--- src/hdl/ptc_cfg.svh ---
// command codes, field positions and fixed values for the telemetry/id/config bank
// assumes inclusion by the ptc_bank module only
`ifndef PTC_CFG_SVH
`define PTC_CFG_SVH
`define PTC_CMD_TEMP_SECOND 8'h8f
`define PTC_CMD_POUT 8'h96
`define PTC_CMD_PIN 8'h97
`define PTC_CMD_SPEC_REV 8'h98
`define PTC_CMD_DEV_ID 8'had
`define PTC_CMD_DEV_REV 8'hae
`define PTC_CMD_RESCALE 8'he7
`define PTC_CMD_RECALL 8'hf2
`define PTC_SPEC_REV_VAL 8'h33
`define PTC_SPEC_P1_MSB 7
`define PTC_SPEC_P1_LSB 4
`define PTC_SPEC_P2_MSB 3
`define PTC_SPEC_P2_LSB 0
`define PTC_RESCALE_VAL 16'h0001
`define PTC_RESCALE_LEN 3'h2
`define PTC_RECALL_LEN 3'h1
`define PTC_RECALL_IDX_MSB 3
`define PTC_RECALL_IDX_LSB 0
`define PTC_WORD_LEN 3'h2
`define PTC_BYTE_LEN 3'h1
`define PTC_BLOCK_LEN 3'h4
`define PTC_CML_BAD_CMD 1
`define PTC_CML_BAD_DATA 0
`define PTC_ID_RSVD_BYTE 8'h00
`endif

--- src/hdl/ptc_pkg.sv ---
// types shared by the bank and its surroundings
// constants live in ptc_cfg.svh
package ptc_pkg;
  typedef enum logic [0:0] {
    PTC_IDLE = 1'b0,
    PTC_LOAD = 1'b1
  } ptc_recall_st_t;
  typedef logic [15:0] ptc_word_t;
endpackage

--- src/hdl/ptc_bank.sv ---
// command-level register bank: telemetry words, id/revision blocks, rescale and recall
// assumes a bus framing layer that decodes each transaction into one strobe,
// and telemetry/nvm logic on the same clock
`timescale 1ns/1ps
`include "ptc_cfg.svh"
// How it works
// - 8Fh returns second-pin diode temperature word, or zero when diode sensing is off
// - 96h returns output power of selected page
// - 97h returns input power, page ignored
// - revision byte 33h, two nibble parts
// - ADh block: maker, id high, low, reserved
// - AEh block: firmware, factory, foundry, silicon
// - rescale latches thresholds into operational values
// - F2h low nibble selects stored configuration load
// - flag bad command bit1, bad data bit0
module ptc_bank #(
  parameter int NPAGE = 2,
  parameter int NTHR = 8,
  parameter logic [7:0] MAKER_CODE = 8'h5a,
  parameter logic [15:0] PART_ID = 16'h1234,
  parameter logic [7:0] FW_REV = 8'h01,
  parameter logic [7:0] FACTORY_CFG = 8'h00,
  parameter logic [3:0] FOUNDRY_SITE = 4'h0,
  parameter logic [3:0] SILICON_REV = 4'h0
) (
  // clock and reset
  input wire logic sys_clk_i,
  input wire logic rst_i,
  // decoded command port
  input wire logic [7:0] cmd_i,
  input wire logic wr_i,
  input wire logic [2:0] wr_len_i,
  input wire logic [31:0] wr_data_i,
  input wire logic rd_i,
  input wire logic [$clog2(NPAGE)-1:0] page_i,
  output logic rd_valid_o,
  output logic [31:0] rd_data_o,
  output logic [2:0] rd_len_o,
  // communication status
  input wire logic clear_faults_i,
  output logic [1:0] cml_flags_o,
  // telemetry
  input wire logic diode_mode_i,
  input wire ptc_pkg::ptc_word_t temp_second_i,
  input wire logic [NPAGE*16-1:0] pout_i,
  input wire ptc_pkg::ptc_word_t pin_i,
  // thresholds and operational values
  input wire logic [NTHR*16-1:0] thr_written_i,
  output logic [NTHR*16-1:0] thr_active_o,
  output logic rescale_o,
  // nonvolatile configuration recall
  input wire logic [15:0] nvm_present_i,
  input wire logic nvm_done_i,
  output logic recall_req_o,
  output logic [3:0] recall_idx_o,
  output logic recall_busy_o
);
  import ptc_pkg::*;

  ////////////////////////////////////////////////////////////////////////////
  logic rd_valid_r, rd_valid_nxt;
  logic [31:0] rd_data_r, rd_data_nxt;
  logic [2:0] rd_len_r, rd_len_nxt;
  logic [1:0] cml_r, cml_nxt;
  logic [NTHR*16-1:0] thr_r, thr_nxt;
  logic rescale_r, rescale_nxt;
  ptc_recall_st_t st_r, st_nxt;
  logic [3:0] idx_r, idx_nxt;
  logic [15:0] pout_sel;
  logic bad_cmd, bad_data;
  logic [3:0] wr_idx;

  assign wr_idx = wr_data_i[`PTC_RECALL_IDX_MSB:`PTC_RECALL_IDX_LSB];

  // page mux; an out-of-range page reads as zero
  always_comb begin
    pout_sel = 16'h0000;
    for (int p = 0; p < NPAGE; p++) begin
      if (page_i == p[$clog2(NPAGE)-1:0]) begin
        pout_sel = pout_i[p*16 +: 16];
      end
    end
  end

  ////////////////////////////////////////////////////////////////////////////
  // read path: answer one cycle after the strobe
  always_comb begin
    rd_valid_nxt = 1'b0;
    rd_data_nxt = rd_data_r;
    rd_len_nxt = rd_len_r;
    if (rd_i) begin
      rd_valid_nxt = 1'b1;
      rd_data_nxt = 32'h0000_0000;
      rd_len_nxt = `PTC_WORD_LEN;
      case (cmd_i)
        `PTC_CMD_TEMP_SECOND: begin
          // without diode sensing the pin carries no temperature, so report zero
          rd_data_nxt = diode_mode_i ? {16'h0000, temp_second_i} : 32'h0000_0000;
        end
        `PTC_CMD_POUT: begin
          rd_data_nxt = {16'h0000, pout_sel};
        end
        `PTC_CMD_PIN: begin
          rd_data_nxt = {16'h0000, pin_i};
        end
        `PTC_CMD_SPEC_REV: begin
          rd_len_nxt = `PTC_BYTE_LEN;
          rd_data_nxt = {24'h000000, `PTC_SPEC_REV_VAL};
        end
        `PTC_CMD_DEV_ID: begin
          rd_len_nxt = `PTC_BLOCK_LEN;
          rd_data_nxt = {MAKER_CODE, PART_ID, `PTC_ID_RSVD_BYTE};
        end
        `PTC_CMD_DEV_REV: begin
          rd_len_nxt = `PTC_BLOCK_LEN;
          rd_data_nxt = {8'h00, FW_REV, FACTORY_CFG, FOUNDRY_SITE, SILICON_REV};
        end
        default: begin
          rd_len_nxt = 3'h0;
        end
      endcase
    end
  end

  always_ff @(posedge sys_clk_i) begin
    if (rst_i) begin
      rd_valid_r <= 1'b0;
      rd_data_r <= 32'h0000_0000;
      rd_len_r <= 3'h0;
    end else begin
      rd_valid_r <= rd_valid_nxt;
      rd_data_r <= rd_data_nxt;
      rd_len_r <= rd_len_nxt;
    end
  end

  ////////////////////////////////////////////////////////////////////////////
  // error classification of the current strobe
  always_comb begin
    bad_cmd = 1'b0;
    bad_data = 1'b0;
    if (rd_i) begin
      case (cmd_i)
        `PTC_CMD_TEMP_SECOND, `PTC_CMD_POUT, `PTC_CMD_PIN,
        `PTC_CMD_SPEC_REV, `PTC_CMD_DEV_ID, `PTC_CMD_DEV_REV: bad_cmd = 1'b0;
        default: bad_cmd = 1'b1;
      endcase
    end else if (wr_i) begin
      case (cmd_i)
        `PTC_CMD_RESCALE: begin
          // the host is expected to send exactly 01h, anything else is refused
          bad_data = (wr_len_i != `PTC_RESCALE_LEN) ||
                     (wr_data_i[15:0] != `PTC_RESCALE_VAL);
        end
        `PTC_CMD_RECALL: begin
          // a recall during a load or of an empty slot leaves settings alone
          bad_data = (wr_len_i != `PTC_RECALL_LEN) || !nvm_present_i[wr_idx] ||
                     (st_r != PTC_IDLE);
        end
        default: bad_cmd = 1'b1;
      endcase
    end
  end

  // set wins over clear so an error in the clearing cycle is kept
  always_comb begin
    cml_nxt = clear_faults_i ? 2'h0 : cml_r;
    if (bad_cmd) begin
      cml_nxt[`PTC_CML_BAD_CMD] = 1'b1;
    end
    if (bad_data) begin
      cml_nxt[`PTC_CML_BAD_DATA] = 1'b1;
    end
  end

  ////////////////////////////////////////////////////////////////////////////
  // rescale: written thresholds only take effect here
  always_comb begin
    thr_nxt = thr_r;
    rescale_nxt = 1'b0;
    if (wr_i && (cmd_i == `PTC_CMD_RESCALE) && !bad_data) begin
      thr_nxt = thr_written_i;
      rescale_nxt = 1'b1;
    end
  end

  // recall: request held until the nvm side reports the load complete
  always_comb begin
    st_nxt = st_r;
    idx_nxt = idx_r;
    case (st_r)
      PTC_IDLE: begin
        if (wr_i && (cmd_i == `PTC_CMD_RECALL) && !bad_data) begin
          idx_nxt = wr_idx;
          st_nxt = PTC_LOAD;
        end
      end
      PTC_LOAD: begin
        if (nvm_done_i) begin
          st_nxt = PTC_IDLE;
        end
      end
      default: begin
        st_nxt = PTC_IDLE;
      end
    endcase
  end

  ////////////////////////////////////////////////////////////////////////////
  // status flags register
  always_ff @(posedge sys_clk_i) begin
    if (rst_i) begin
      cml_r <= 2'h0;
    end else begin
      cml_r <= cml_nxt;
    end
  end

  // operational thresholds; they read as zero until the first rescale
  always_ff @(posedge sys_clk_i) begin
    if (rst_i) begin
      thr_r <= '0;
      rescale_r <= 1'b0;
    end else begin
      thr_r <= thr_nxt;
      rescale_r <= rescale_nxt;
    end
  end

  // recall state and the index it holds while the load runs
  always_ff @(posedge sys_clk_i) begin
    if (rst_i) begin
      st_r <= PTC_IDLE;
      idx_r <= 4'h0;
    end else begin
      st_r <= st_nxt;
      idx_r <= idx_nxt;
    end
  end

  ////////////////////////////////////////////////////////////////////////////
  assign rd_valid_o = rd_valid_r;
  assign rd_data_o = rd_data_r;
  assign rd_len_o = rd_len_r;
  assign cml_flags_o = cml_r;
  assign thr_active_o = thr_r;
  assign rescale_o = rescale_r;
  assign recall_req_o = (st_r == PTC_LOAD);
  assign recall_busy_o = (st_r == PTC_LOAD);
  assign recall_idx_o = idx_r;
endmodule

--- config.mk ---
export PLATFORM = sky130hd
export DESIGN_NAME = ptc_bank
export DESIGN_NICKNAME = d
export VERILOG_FILES = /design/src/hdl/ptc_pkg.sv /design/src/hdl/ptc_bank.sv
export VERILOG_INCLUDE_DIRS = /design/src /design/src/hdl
export SDC_FILE = /design/constraint.sdc
export NUM_CORES = 1
export LEC_CHECK = 0
export BUFFER_PORTS_ARGS = -buffer_cell sky130_fd_sc_hd__buf_4
export CAP_MARGIN = 20
export CELL_PAD_IN_SITES_DETAIL_PLACEMENT = 2
export CELL_PAD_IN_SITES_GLOBAL_PLACEMENT = 2
export CORE_MARGIN = 2
export CORE_UTILIZATION = 22
export DETAILED_ROUTE_END_ITERATION = 6
export PLACE_DENSITY_LB_ADDON = 0.1
export SETUP_SLACK_MARGIN = 0.02
export SLEW_MARGIN = 20
export SYNTH_ARGS = -nofsm -noshare
export SYNTH_HDL_FRONTEND = slang
export SYNTH_SLANG_ARGS = --single-unit
--- constraint.sdc ---
create_clock -name sys_clk_i -period 2.05 [get_ports sys_clk_i]
set_input_delay 0.3075 -clock sys_clk_i [delete_from_list [all_inputs] [get_ports sys_clk_i]]
set_output_delay 0.3075 -clock sys_clk_i [all_outputs]
set_load 0.01 [all_outputs]
# Yosys cells after proc, flatten, opt, wreduce, memory -nomap -nowiden
# Cells that the tools add are included.
# totals
register_bits,172
latch_bits,0
ramBits,0
rom_bits,0
inputBits,259
elab_cells,59
n_memories,0
# classes
add_sub_neg,0
multipliers,0
div_mod_pow,0
n_lt_le_gt_ge,1
eq_ne,11
shifts,0
muxes,21
bitwise,1
n_reduce_logical,16
# op_table
cell,count
case mux 31 bit (6 select lines),1
equality test 8 bit (second input constant),8
2-to-1 mux 16 bit,2
inequality test 16 x 1 -> 1 bit (second input constant),1
2-to-1 mux 1 bit,13
case mux 3 bit (3 select lines),1
OR reduction 6 bit,1
< comparator 4 x 5 -> 1 bit (second input constant),1
binary-select mux 1 bit (select 4 bit),1
logical AND 1 bit,4
case mux 1 bit (2 select lines),2
nonzero test 2 bit,2
OR reduction 2 bit,2
logical OR 1 bit,3
inequality test 3 x 1 -> 1 bit (second input constant),1
inequality test 3 x 2 -> 1 bit (second input constant),1
OR reduction 3 bit,1
zero test 1 bit,2
2-to-1 mux 2 bit,1
AND reduction 2 bit,1
NOT 1 bit,1

# Depth between registers and ports, before layout
# Gate-level depths: netlist of the first run.
# depth
word_depth,12
mapped_depth,9

# Least setup slack after synthesis of the first run
# Ideal clock, no wire load.
# synth_path
kind,input -> register
from,in page_i
to,reg rd_data_r[11] (netlist: rd_data_o[11])
arrival_ps,1628
required_time_ps,1927
setup_slack_ps,299
cell_stages,5
path_buffers,2
cell_sequence,buf_2 > buf_1 > mux2_2 > a222oi_1 > o21ai_1
# synth_between
elab_chain_cells,2
# synth_rtl
item,line_no,text
"start, declared",ptc_bank.sv:35,"input wire logic [$clog2(NPAGE)-1:0] page_i,"
2-to-1 mux 16 bit,ptc_bank.sv:79,if (page_i == p[$clog2(NPAGE)-1:0]) begin
case mux 31 bit (6 select lines),ptc_bank.sv:95,case (cmd_i)
"end signal, assigned",ptc_bank.sv:132,rd_data_r <= rd_data_nxt;
"end, declared",ptc_bank.sv:62,"logic [31:0] rd_data_r, rd_data_nxt;"
# Every way passes these cells.
# A chain may end at the register's enable or synchronous reset.

# Worst setup path after layout of the first run
# layout_path
from,reg st_r (netlist: recall_busy_o)
to,reg idx_r[2] (netlist: recall_idx_o[2])
# layout_between
elab_chain_cells,7
# layout_rtl
item,line_no,text
"start, declared",ptc_bank.sv:67,"ptc_recall_st_t st_r, st_nxt;"
"start signal, assigned",ptc_bank.sv:236,st_r <= st_nxt;
logical OR 1 bit,ptc_bank.sv:157,bad_data = (wr_len_i != `PTC_RECALL_LEN) || !nvm_present_i[wr_idx] ||
case mux 1 bit (2 select lines),ptc_bank.sv:149,case (cmd_i)
2-to-1 mux 1 bit,ptc_bank.sv:148,end else if (wr_i) begin
2-to-1 mux 1 bit,ptc_bank.sv:142,if (rd_i) begin
zero test 1 bit,ptc_bank.sv:193,if (wr_i && (cmd_i == `PTC_CMD_RECALL) && !bad_data) begin
logical AND 1 bit,ptc_bank.sv:193,
AND reduction 2 bit (no line) *,n/a,
"end signal, assigned",ptc_bank.sv:237,idx_r <= idx_nxt;
"end, declared",ptc_bank.sv:68,"logic [3:0] idx_r, idx_nxt;"
# Every way passes the cells marked *; elsewhere a longest branch is shown, timed or not.

==> flow_summary.yaml, run 1 <==
clock_network:
  htreeDepth: 4
  root_buffer: "clkbuf_16"
  cts_tree: "built"
  cts_buffer_depth: 2
  path_clk_slew_ps: 70
  cts_resized: 0
  post_cts_buffers: 0
  ctsHoldBuffers: 0
  clkSinkCount: 158
  clock_latency_ps: 430
  cts_buffers: 17
synthesis:
  synth_simple_gate_area_share_pct: 16.3
  ys.warnings.count: 0
  yosys.area_share.adder_pct: 0
  synth_seq_cells: 158
  yosysSeqAreaShare_pct: 46.3
  yosysTopAreaCellShare_pct: 46.3
  synthMuxAreaShare_pct: 4.34
  synth_most_common_cell: "dfxtp_1"
  synth_flop_cell: "dfxtp_1"
  synth_cell_types: 54
  synth_cells: 814
  yosys.area_share.xor_xnor_pct: 0
  synth_compound_area_share_pct: 25.1
  synth_area_leaders: "dfxtp_1 (46%), a21oi_1 (9.7%), nand3_1 (9.6%)"
  postSynth.asyncResetShare_pct: 0
  synth_top_family_by_area: "compound AO/OA/AOI/OAI gates"
  synth.largest_area_cell: "dfxtp_1"
  synthTopCellsByCount: "dfxtp_1 (158), a21oi_1 (133), nand3_1 (131), o21ai_0 (126), buf_2 (40)"
  synth_edf_count: 0
  syn_area_per_cell_um2: 8.40
  synth_area_um2: 6840
worst_setup_path:
  cp_max_fo: 5
  crit_start: "recall_busy_o"
  cp.required_ps: 2410
  crit_arrival_ps: 2090
  start_kind: "register"
  r2r-start: "recall_busy_o"
  end_kind: "register"
  critical_path_class: "reg2reg"
detailed_routing:
  vias: 7658
  totalWireLength_um: 31600
  wl_met2_um: 15700
  via_per_inst: 4.83
  drt-pass1-iter-count: 4
  drt-initial-drc-count: 263
  routedWlPerCell_um: 19.9
  maxUsedRoutingLayer: "met5"
  drc: 0
  ant_nets: 0
  wl_met3_um: 2450
  met1_length_um: 12900
die:
  dieWidth_um: 180
  coreArea_um2: 30600
  die_area_um2: 32500
  start_util_pct: 22.3
  io_pins: 432
  rows: 64
  die_y_um: 180
flow_run:
  drv_cap: 0
global_route:
  grt_pass1_wl_um: 48800
  grt_max_degree: 84
  grtUsageTotal_pct: 18.9
  antenna_found_initial: 1
  grt.overflow.total: 0
  grt_pass1_vias: 8177
pwr:
  power_switching_uw: 1840
  pwr-share-clk_pct: 47.2
  p_seq_share_pct: 43.0
  p_int_uw: 5310
  power_density_nw_per_um2: 657
  power.leakage_uw: 0.00448
  sw_frac_of_total_pct: 25.7
  share_comb_of_total_power_pct: 9.8
  ir_drop_uv: 474
layout:
  fin_area_um2: 10900
  synthToLayoutAreaGrowth_pct: 59.3
  drive_gt1_share_pct: 41.2
  diodes: 0
  fin_nets: 1435
sta:
  rsz0062_at_grt: "false"
  finClkSkew_ps: 3.44
  worstMarginPinSlew_ps: 668
  setup_viol: 0
  timing.fmax_mhz: 578
  maxSlewViolCount: 0
  fin_crit_sh_pct: 84.4
  finalWorstPathRequiredPeriod_ps: 1730
  relSlewSlack_pct: 55.4
  report.final.hold_viol_count: 0
  finalSetupTns_ps: 0
placed_design:
  dp_hpwl_um: 22700
  gp_congestion: 0.742
  portBuffers: 406
  placed_cell_area_um2: 10300
outcome:
  outcome: "finished, final reports clean"
worst_hold_path:
  worstHoldStart: "clear_faults_i"
  hp-class: "in2reg"
==> worst paths after layout <==
| kind | slack [ps] | endpoint | cells past startpoint |
|---|---|---|---|
| worst max-delay path | 320 | recall_idx_o[2] | 5 |
| worst min-delay path | 100 | cml_flags_o[0] | 2 |
| worst max register to register | 320 | recall_idx_o[2] | 5 |
| worst min register to register | 450 | rd_data_o[11] | 2 |
==> final cells by class <==
type,count,area [µm²]
Multi-Input combinational cell,560,3190
Sequential cell,158,3160
Tap cell,396,495
Clock inverter,14,174
Fill cell,3541,19700
Clock buffer,18,429
Timing Repair Buffer,433,3410
Inverter,6,22.5
==> worst max-delay path: stages, from the launching register on <==
cell       delay (ps)
dfxtp_1           310
nor4b_1           300
buf_4             180
o2111ai_1         170
a31oi_2           460
mux2i_1           240
==> power groups by stage <==
| stage | Sequential (µW) | Clock, µW | Combinational (µW) |
|---|---|---|---|
| after CTS | 3070 | 3520 | 715 |
| after global routing | 3070 | 3610 | 764 |
| after floorplan | 3150 | 0 | 240 |
| after global placement | 3150 | 0 | 707 |
| after detailed placement | 3150 | 0 | 714 |
| final | 3070 | 3380 | 702 |
==> kinds of logic after synthesis <==
group / after synthesis
other: 1
multiplexers: 26
AND/OR/NAND/NOR: 209
buffers and inverters: 104
flip-flops: 158
AO/OA/AOI/OAI: 316
==> layer usage <==
layer  up-vias  GRT usage, %
met5         -             0
met4         2          4.68
met3        28          6.59
met2       240          32.7
met1      3728          22.2
li1       3660             -
==> flip-flops by register name (all words and copies together), names as in the netlist <==
name	cells
thr_active_o	128
rd_data_o	18
recall_idx_o	4
rd_len_o	3
cml_flags_o	2
rd_valid_o	1
recall_busy_o	1
rescale_o	1
==> cell usage in the layout (no fill, tap or decap), types with 3 or more instances in the layout <==
cell type,Yosys,layout
buf_4,20,420
dfxtp_1,158,158
a21oi_1,133,133
nand3_1,131,131
o21ai_0,126,126
nand2_1,31,30
o21ai_1,26,26
clkbuf_16,0,17
mux2i_1,15,15
buf_12,0,13
mux2_2,9,9
a222oi_1,9,9
conb_1,1,9
nor2_1,7,7
nor2b_1,7,7
a221oi_1,7,7
and3_1,5,5
inv_1,5,5
inv_6,0,5
nor4b_1,4,4
nor3_1,3,3
clkinv_4,0,3
==> per-stage QoR <==
step	setup WS, ps	std cells	hold WS, ps	utilization [%]	power, µW
finish	319	1585	95.5	35.6	7160
CTS	294	1585	69.4	35.6	7300
global placement	-19.6	1553	440	33.6	3850
floorplan	299	822	396	-	3390
global route	208	1585	80.6	35.6	7450
detailed placement	-40.4	1553	448	33.6	3860
No activity file was read; power rests on OpenSTA's default activity.
==> run 2, diff against run 1 <==
- ABC_AREA: unset -> 1
- CORE_UTILIZATION: 22 -> 23
- clock period: 2.05 -> 1.6 ns (I/O delays scaled with it)
==> run 2 against run 1 <==
Combinational power up 55%. Clock skew up 7.6 ps. Area after synthesis up 21%. Final cell count up 32%. Wire length up 21%. Global-route usage up 0.80 points. Fmax up 11%. Final area up 25%. Register-to-register slack worse by 280 ps. Power up 30%. Flip-flop and latch count unchanged.
==> flow_summary.yaml, run 2 <==
flow_run:
  drv_cap: 0
placed_design:
  placed_cell_area_um2: 12300
  gp_congestion: 0.800
  portBuffers: 406
  dp_hpwl_um: 27600
  post-place-cells: 2048
clock_network:
  cts_tree: "built"
  clock_latency_ps: 450
  clkSinkCount: 158
  root_buffer: "clkbuf_16"
  ctsHoldBuffers: 0
  path_clk_slew_ps: 70
  cts_buffer_depth: 2
  cts_buffers: 17
  htreeDepth: 4
layout:
  num-fill-cells: 4217
  final_common_cell: "buf_4"
  synthToLayoutAreaGrowth_pct: 64.8
  fin_area_um2: 13600
  drive_gt1_share_pct: 41.8
  most-common-layout-cells: "buf_4 (456), nand2_1 (222), inv_1 (161)"
  utilization_pct: 38.4
  instances_no_fill: 2099
  fin_nets: 1883
  largest_reg_flops: 128
synthesis:
  yosysTopAreaCellShare_pct: 38.2
  synth.largest_area_cell: "dfxtp_1"
  synthTopCellsByCount: "nand2_1 (235), inv_1 (161), nor2_1 (161), dfxtp_1 (158), a21oi_1 (135)"
  synth_edf_count: 0
  yosys.area_share.xor_xnor_pct: 0
  synth_simple_gate_area_share_pct: 33.0
  synth_cell_types: 37
  synth_compound_area_share_pct: 12.6
  synth_top_family_by_area: "simple AND/OR/NAND/NOR gates"
  yosysSeqAreaShare_pct: 38.2
  yosys.area_share.adder_pct: 0
  syn_area_per_cell_um2: 6.97
  synth_seq_cells: 158
  ys.warnings.count: 0
  synth_most_common_cell: "nand2_1"
  synth_area_leaders: "dfxtp_1 (38%), nand2_1 (11%), nand3_2 (8.5%)"
  synth_cells: 1187
  synthMuxAreaShare_pct: 1.33
  synth_flop_cell: "dfxtp_1"
  synth_area_um2: 8280
  postSynth.asyncResetShare_pct: 0
die:
  rows: 69
  start_util_pct: 23.3
  die_y_um: 194
  dieWidth_um: 194
  die_area_um2: 37500
  io_pins: 432
  coreArea_um2: 35500
pwr:
  ir_drop_uv: 762
  power.leakage_uw: 0.00655
  power_density_nw_per_um2: 685
worst_setup_path:
  end_kind: "register"
  crit_arrival_ps: 1900
  start_kind: "register"
  critical_path_class: "reg2reg"
  cp_max_fo: 8
  cp.required_ps: 1940
sta:
  setup_viol: 0
  fin_crit_sh_pct: 97.8
  finClkSkew_ps: 11.1
  rsz0062_at_grt: "true"
  report.final.hold_viol_count: 0
  finalWorstPathRequiredPeriod_ps: 1570
  maxSlewViolCount: 0
  timing.fmax_mhz: 639
detailed_routing:
  via_per_inst: 4.49
  drc: 0
  routedWlPerCell_um: 18.3
  totalWireLength_um: 38300
  vias: 9415
  drt-initial-drc-count: 255
  drt-pass1-iter-count: 4
  ant_nets: 0
global_route:
  grtUsageTotal_pct: 19.7
  grt_pass1_wl_um: 58100
  grt.overflow.total: 0
  grt_pass1_vias: 10067
  grt_max_degree: 51
  antenna_found_initial: 2
outcome:
  outcome: "finished, final reports clean"
worst_hold_path:
  hp-class: "in2reg"
-- run 2: changes by cell type after synthesis, sizes merged, moves of 7 or more --
cell / delta
o21ai: -142
nand3: +20
inv: +162
buf: +8
a21oi: +20
nand2: +207
nor2b: -7
mux2: -9
clkbuf: -10
nor2: +154
a221oi: -7
a222oi: -9
-- run 2: cell families (layout without fill, tap and decap cells) --
kind of cell,count (synthesis),count (layout)
buffers and inverters,265,707
flip-flops,158,158
AND/OR/NAND/NOR,568,568
multiplexers,11,11
other,1,10
AO/OA/AOI/OAI,184,184
-- run 2: where the power goes --
part,leakage [µW],switching (µW),internal [µW]
combinational,0.00499,494,595
sequential,0.00127,11.5,3950
clock,0.000294,1850,2430
total,0.00655,2360,6980
-- run 2: layer usage --
metal  GRT usage [%]  vias up  wire length, µm
met5               0        -                9
met4            4.78        2              566
met3            5.58       30             2060
met2            34.8      223            19400
met1            23.4     4545            16300
li1                -     4615                -
-- run 2: worst max-delay path, stage by stage (launching register included) --
cell       delay, ps
dfxtp_2          330
nor4_2           140
nand2_1          130
nand2_1          100
nand2_2          100
nand2_8          110
buf_12           160
clkbuf_16        180
nand3_1           70
nand2_1           70
nor2_1            50
-- run 2: final cells by class --
type | count | area [µm²] | area share, %
Antenna cell | 1 | 2.50 | 0.0183
Sequential cell | 158 | 3160 | 23.2
Clock buffer | 20 | 467 | 3.42
Clock inverter | 12 | 136 | 1.00
Tap cell | 461 | 577 | 4.23
Multi-Input combinational cell | 772 | 4170 | 30.6
Timing Repair Buffer | 506 | 4480 | 32.8
Inverter | 169 | 642 | 4.71
-- run 2: path summary, 6_finish.rpt --
check | startpoint | to | slack, ps | depth (start not counted)
worst min-delay path | nvm_done_i | recall_busy_o | 60 | 4
worst max-delay path | recall_busy_o | thr_active_o[96] | 30 | 10
worst max register to register | recall_busy_o | thr_active_o[96] | 30 | 10
worst min register to register | rd_data_o[3] | rd_data_o[3] | 470 | 2
-- run 2: through the flow --
stage                     hold WS, ps  worst slack [ps]  power (µW)  setup TNS [ps]
after CTS                        39.0              20.1        9500               0
after detailed placement          463              -456        5130          -53970
after floorplan                   309              49.9        4450               0
after global routing             66.6             -53.6        9750           -1900
final                            59.9              34.7        9340               0
after global placement            453              -442        5110          -49140
-- run 2: timing repair --
item,4_1_cts,5_1_grt
setup buffers,5,1
resized for setup,14,65
setup endpoints to repair,111,127
pin swaps,3,7
gates cloned,3,10
